===== src/core/patch_unit_defines.vh =====
/*
 * constants for the rom patch trap unit: control word fields, vector offsets.
 * assumes a 32-bit control word and a 20-bit program counter.
 */
`ifndef PATCH_UNIT_DEFINES_VH
`define PATCH_UNIT_DEFINES_VH

// ----------------------------------------------------------------
// control word layout
// ----------------------------------------------------------------
`define CTL_SET_BIT 31
`define CTL_SLOT_HI 30
`define CTL_SLOT_LO 27
`define PC_WIDTH 20
`define SLOT_COUNT 16
`define SLOT_IDX_W 4

// ----------------------------------------------------------------
// trap vectors
// ----------------------------------------------------------------
`define PATCH_VEC_BASE_OFS 20'h00120
`define PATCH_VEC_STEP_SHIFT 2
`define PATCH_ICALL_FIRST 6'h30

// ----------------------------------------------------------------
// reset values
// ----------------------------------------------------------------
`define ADDR_RESET 20'h00000
`define ENABLE_RESET 16'h0000

`endif


===== src/core/patch_slot_match.v =====
/*
 * one patch slot: stored address and enable, compared to the fetch address.
 * assumes the writer qualifies the write strobe with this slot's index.
 */
`timescale 1ns/1ps
`include "patch_unit_defines.vh"

module patch_slot_match #(
    parameter PC_W = `PC_WIDTH
) (
    input wire clk,
    input wire rst_n,
    input wire wr_en,
    input wire wr_set,
    input wire [PC_W-1:0] wr_addr,
    input wire [PC_W-1:0] fetch_addr,
    output wire hit
);
    reg [PC_W-1:0] addr_reg;
    reg en_reg;

    always @(posedge clk or negedge rst_n) begin
        if (!rst_n) begin
            addr_reg <= {PC_W{1'b0}};
            en_reg <= 1'b0;
        end else if (wr_en) begin
            en_reg <= wr_set;
            if (wr_set) begin
                addr_reg <= wr_addr;
            end
        end
    end

    assign hit = en_reg && (fetch_addr == addr_reg);
endmodule // patch_slot_match


===== src/core/rom_patch_trap_unit.v =====
/*
 * rom patch trap unit: sixteen write-only address slots that trap fetches.
 * assumes the sequencer presents each fetch address with a valid strobe,
 * holds the instruction when a trap is raised, and signals trap return.
 */
//
// Summary of operation
// - sixteen slots, each address plus enable
// - control word write only, no readback
// - reset disables every slot
// - bit 31 set programs, clear disables
// - enabled match raises trap to slot vector
// - target is vbase plus 0x120 plus 4n
// - slot n shares software interrupt 48+n
// - patch trap beats every hardware interrupt
// - patched address saved as trap return
// - reset by pin or core soft reset bit
// - unmaskable, no nesting, status word untouched
`timescale 1ns/1ps
`include "patch_unit_defines.vh"

module rom_patch_trap_unit #(
    parameter PC_W = `PC_WIDTH,
    parameter NSLOT = `SLOT_COUNT
) (
    input wire MCLK,
    input wire RSTN,
    input wire CORE_SOFT_RESET_BIT,
    input wire CTL_WR,
    input wire [31:0] CTL_WDATA,
    input wire FETCH_VALID,
    input wire [PC_W-1:0] FETCH_ADDR,
    input wire [PC_W-1:0] VBASE,
    input wire HW_IRQ_REQ,
    input wire TRAP_RETURN,
    output reg TRAP_REQ,
    output reg SUPPRESS_EXEC,
    output reg [PC_W-1:0] TRAP_TARGET,
    output reg [PC_W-1:0] TRAP_RETURN_ADDR,
    output reg [3:0] TRAP_SLOT,
    output reg [5:0] SHARED_ICALL_NUM,
    output reg IN_TRAP,
    output reg HW_IRQ_GRANT
);
    // ----------------------------------------------------------------
    // reset: pin or cleared core soft reset bit
    // ----------------------------------------------------------------
    wire rst_n = RSTN & CORE_SOFT_RESET_BIT;

    // ----------------------------------------------------------------
    // priority encoder, lowest slot first
    // ----------------------------------------------------------------
    function [4:0] first_hit;
        input [NSLOT-1:0] v;
        integer k;
        begin
            first_hit = 5'h00;
            for (k = NSLOT - 1; k >= 0; k = k - 1) begin
                if (v[k]) begin
                    first_hit = {1'b1, k[3:0]};
                end
            end
        end
    endfunction

    // ----------------------------------------------------------------
    // slot array; control word decode
    // ----------------------------------------------------------------
    wire [3:0] wr_slot = CTL_WDATA[`CTL_SLOT_HI:`CTL_SLOT_LO];
    wire wr_set = CTL_WDATA[`CTL_SET_BIT];
    wire [PC_W-1:0] wr_addr = CTL_WDATA[PC_W-1:0];
    wire [NSLOT-1:0] hits;

    // no read path exists for slot contents
    genvar g;
    generate
        for (g = 0; g < NSLOT; g = g + 1) begin : slot
            patch_slot_match #(
                .PC_W(PC_W)
            ) u_slot (
                .clk(MCLK),
                .rst_n(rst_n),
                .wr_en(CTL_WR && (wr_slot == g)),
                .wr_set(wr_set),
                .wr_addr(wr_addr),
                .fetch_addr(FETCH_ADDR),
                .hit(hits[g])
            );
        end
    endgenerate

    wire [4:0] sel = first_hit(hits);
    wire match = FETCH_VALID && sel[4] && !IN_TRAP;
    wire [PC_W-1:0] vec_ofs = `PATCH_VEC_BASE_OFS
        + ({{(PC_W-4){1'b0}}, sel[3:0]} << `PATCH_VEC_STEP_SHIFT);

    // ----------------------------------------------------------------
    // trap output registers
    // ----------------------------------------------------------------
    always @(posedge MCLK or negedge rst_n) begin
        if (!rst_n) begin
            TRAP_REQ <= 1'b0;
            SUPPRESS_EXEC <= 1'b0;
            TRAP_TARGET <= `ADDR_RESET;
            TRAP_RETURN_ADDR <= `ADDR_RESET;
            TRAP_SLOT <= 4'h0;
            SHARED_ICALL_NUM <= 6'h00;
            IN_TRAP <= 1'b0;
            HW_IRQ_GRANT <= 1'b0;
        end else begin
            TRAP_REQ <= match;
            SUPPRESS_EXEC <= match;
            // hardware interrupt only when no patch trap and no handler
            HW_IRQ_GRANT <= HW_IRQ_REQ && !match && !IN_TRAP;
            if (match) begin
                TRAP_TARGET <= VBASE + vec_ofs;
                TRAP_RETURN_ADDR <= FETCH_ADDR;
                TRAP_SLOT <= sel[3:0];
                SHARED_ICALL_NUM <= `PATCH_ICALL_FIRST + {2'b00, sel[3:0]};
                IN_TRAP <= 1'b1;
            end else if (TRAP_RETURN) begin
                IN_TRAP <= 1'b0;
            end
        end
    end
endmodule // rom_patch_trap_unit


===== config.mk =====
export PLATFORM = sky130hd
export DESIGN_NAME = rom_patch_trap_unit
export DESIGN_NICKNAME = d
export VERILOG_FILES = /design/src/core/patch_slot_match.v /design/src/core/rom_patch_trap_unit.v
export VERILOG_INCLUDE_DIRS = /design/src /design/src/core
export SDC_FILE = /design/constraint.sdc
export NUM_CORES = 1
export LEC_CHECK = 0
export BUFFER_PORTS_ARGS = -buffer_cell sky130_fd_sc_hd__buf_2
export CAP_MARGIN = 20
export CORE_MARGIN = 2
export CORE_UTILIZATION = 60
export CTS_BUF_LIST = sky130_fd_sc_hd__clkbuf_4
export CTS_CLUSTER_SIZE = 20
export DETAILED_ROUTE_END_ITERATION = 7
export GPL_TIMING_DRIVEN = 0
export PLACE_DENSITY = 0.84
export RECOVER_POWER = 100
export SYNTH_ARGS = -nofsm -noshare
export SYNTH_HDL_FRONTEND = slang
export SYNTH_SLANG_ARGS = --single-unit
export TNS_END_PERCENT = 20

===== constraint.sdc =====
create_clock -name MCLK -period 33.2 [get_ports MCLK]
set_input_delay 6.64 -clock MCLK [delete_from_list [all_inputs] [get_ports MCLK]]
set_output_delay 6.64 -clock MCLK [all_outputs]
set_load 0.1 [all_outputs]

==> out/metrics.csv <==
stage,metric,value,unit
status,status,"complete, but fails checks",
status,failing checks,"max-capacitance violations, max-slew violations",
timing,RSZ-0062 raised after global routing,no,
synthesis,Synth Register Bits,384,
power_and_ir_drop,total power,1.252,mW
worst_hold_path,Hold EP,slot[1].u_slot.en_reg,
timing,Rel. slew slack,-144.0,%
floorplanning,Top Ports,133,
floorplanning,Core Area,0.03147,mm²
power_and_ir_drop,Power per Cell Area,59.22,mW/mm²
route,wire per inst,24.84,µm
timing,Highest Clock Rate,0.07162,GHz
synthesis,async set-reset flop share out of synthesis,100.0,%
timing,setup_tns,0,ns
cts,CTS H-Tree Depth,3,
layout,fin nets,1764,
floorplanning,DIE AREA,0.03326,mm²
synthesis,Yosys top cell by area,dfrtp_1,
setup_path,worst-path fanout max,66,
timing,period utilization,42.06,%
power_and_ir_drop,Sw Ratio,28.14,%
route,DRC viols,0,
setup_path,R2R depth,20,
cts,CTS Buffer Depth,3,
place,dpl ws,21.28,ns
layout,Layout fillers,2391,
synthesis,"count leader, synth",dfrtp_1,
cts,Worst-path clk slew,0.07,ns
timing,min Tclk post-route,13.96,ns
setup_path,CP arrival,14.05,ns
floorplanning,Rows,65,
synthesis,Synth Instances,1463,
synthesis,Mapped Nets,1553,
cts,clock sinks,384,
floorplanning,Die Y,182.4,µm
setup_path,reg2reg end,TRAP_TARGET[19],
place,port buffer count,105,
layout,Multi-input gate area,0.008549,mm²
worst_hold_path,Hold Path Class,reg -> reg,
synthesis,syn avg cell area,13.05,µm²
place,Placed Instances,1976,
synthesis,Post-Syn Area,0.01909,mm²
grt,largest net degree at the start of global routing,67,
synthesis,ranking of synthesized cells by area,"dfrtp_1, mux2_2, xnor2_1",
layout,Area Overhead vs Synth,10.73,%
layout,register area,0.009609,mm²
timing,final setup margin,19.24,ns
worst_hold_path,hold path depth,2,
route,Post-DRT Antenna Nets,0,
power_and_ir_drop,Psw,0.3523,mW
power_and_ir_drop,Flop pwr share,48.3,%
power_and_ir_drop,worst vdd ir,38.52,µV
layout,Post-Layout Cell Count,2142,
setup_path,Worst Path Required,33.29,ns
synthesis,area share of the largest cell type after synthesis,50.33,%
timing,Max Slew Vio Count,397,
cts,# Post-CTS Setup Buffers,0,
route,Post-Route WL,53210,µm
setup_path,Worst Setup End Kind,async pin,
route,post-DR vias/cell,6.025,
place,RePlAce Congestion,0.9112,
route,Initial DRC Count,1066,
cts,Resize count post-CTS,0,
route,via count,12905,
place,HPWL after DPL,36560,µm
cts,total CTS buffers,98,
cts,CTS hold repair buffers,0,
grt,first-pass GRT wire length,79520,µm
power_and_ir_drop,P_int,0.8996,mW
worst_hold_path,hold path startpoint,slot[1].u_slot.en_reg,
power_and_ir_drop,Leak,9.498,nW
synthesis,library cells used by synthesis,46,
route,detailed-router iteration count before antenna repair,5,
timing,setup violators final,0,
setup_path,FF-to-FF Start,slot[1].u_slot.addr_reg[11],
layout,layout cell share with drive strength beyond 1,33.12,%
grt,grt ovf,0,
cts,CTS tree,yes,
run,MaxCap Viol Count,7,
floorplanning,Die W,182.4,µm
timing,final hold vios,0,
grt,vias in the first global route,13441,
synthesis,Post-synth EDFFs,0,
setup_path,R2R setup slack,28.03,ns
timing,Max Clock Skew,0.05327,ns
setup_path,CP Launch Type,primary input,
grt,initial antenna violation count,1,
synthesis,Post-synth top cells,"dfrtp_1, mux2_2, xnor2_1, xor2_1, nand4_1",
synthesis,"Top FF cell, synth",dfrtp_1,
power_and_ir_drop,Gate power share,18.5,%
layout,number of flip-flops in the largest register,320,
setup_path,Crit Path Class,in -> async,
cts,Worst-Skew Late Latency,0.78,ns
floorplanning,Starting Density,60.66,%
power_and_ir_drop,Clock power frac,33.2,%
grt,All-Layer GR Usage,32.52,%
synthesis,Ys Warns,0,
cts,Root Driver,clkbuf_4,
layout,Util after Layout,67.16,%
timing,Worst-Margin Slew,3.660,ns
synthesis,"Seq/Total Area, Yosys",50.33,%
-- power groups by stage --
stage	Sequential (mW)	Combinational [mW]	Clock, mW
5_1_grt	0.612	0.249	0.443
6_report	0.605	0.232	0.415
3_3_place_gp	0.606	0.221	0
4_1_cts	0.603	0.234	0.420
2_1_floorplan	0.599	0.177	0
3_5_place_dp	0.611	0.232	0
-- worst max-delay path, stage by stage --
cell      delay, ns
buf_2          0.07
and2_0         2.63
clkbuf_1       2.15
clkbuf_1       2.48
-- cell type report --
type / instances / share of cell area (%)
Buffer: 105 / 3.244
Tap cell: 402 / 2.379
Timing Repair Buffer: 111 / 2.243
Sequential cell: 384 / 45.46
Clock buffer: 149 / 5.291
Antenna cell: 1 / 0.01184
Multi-Input combinational cell: 959 / 40.44
Clock inverter: 16 / 0.6629
Inverter: 15 / 0.2664
-- logic make-up (layout without fill, tap and decap cells) --
logic type	Yosys count	count (layout)	synth area share, %
buffers and inverters	120	396	4.267
other	0	1	0
AND/OR/NAND/NOR	209	209	6.082
multiplexers	355	355	21.57
XOR/XNOR	335	335	15.41
flip-flops	384	384	50.33
adder cells (fa/ha/maj)	11	11	0.7603
AO/OA/AOI/OAI	49	49	1.580
-- per-stage QoR --
| stage | area (µm²) | hold WS, ns |
|---|---|---|
| after detailed placement | 20280 | 0.4633 |
| after floorplan | 19090 | 0.4415 |
| after CTS | 21540 | 0.4812 |
| after global placement | 20120 | 0.4561 |
| after global routing | 21140 | 0.4938 |
| final | 21140 | 0.4804 |
-- how the worst max path moves through the flow --
stage,to,startpoint,depth (start not counted)
finish,slot[1].u_slot.addr_reg[12],CORE_SOFT_RESET_BIT,4
global route,slot[2].u_slot.addr_reg[17],CORE_SOFT_RESET_BIT,4
detailed placement,TRAP_TARGET[19],FETCH_ADDR[15],22
CTS,TRAP_TARGET[19],FETCH_ADDR[15],22
floorplan,HW_IRQ_GRANT,CORE_SOFT_RESET_BIT,1
global placement,TRAP_TARGET[0],RSTN,2
-- metal layers --
metal | track usage, % | share of wire [%]
met1 | 40.77 | 39
met5 | 0 | 0
met4 | 18.29 | 5.8
met3 | 6.206 | 7.5
met2 | 53.36 | 48
-- cells in the final DEF (no fill, tap or decap), drive strengths merged, types with 5 or more instances in the layout --
cell	netlist	routed
dfrtp	384	384
mux2	355	355
clkbuf	29	275
xnor2	262	262
buf	76	90
xor2	73	73
nand4	66	66
nand2	36	36
nand3	35	35
nor4	32	32
o21ai	22	22
nor2	20	20
inv	15	18
a21o	11	11
ha	10	10
clkinv	0	10
and3	5	5
a21oi	5	5
Note: power is estimated with default switching activity, not from simulation.
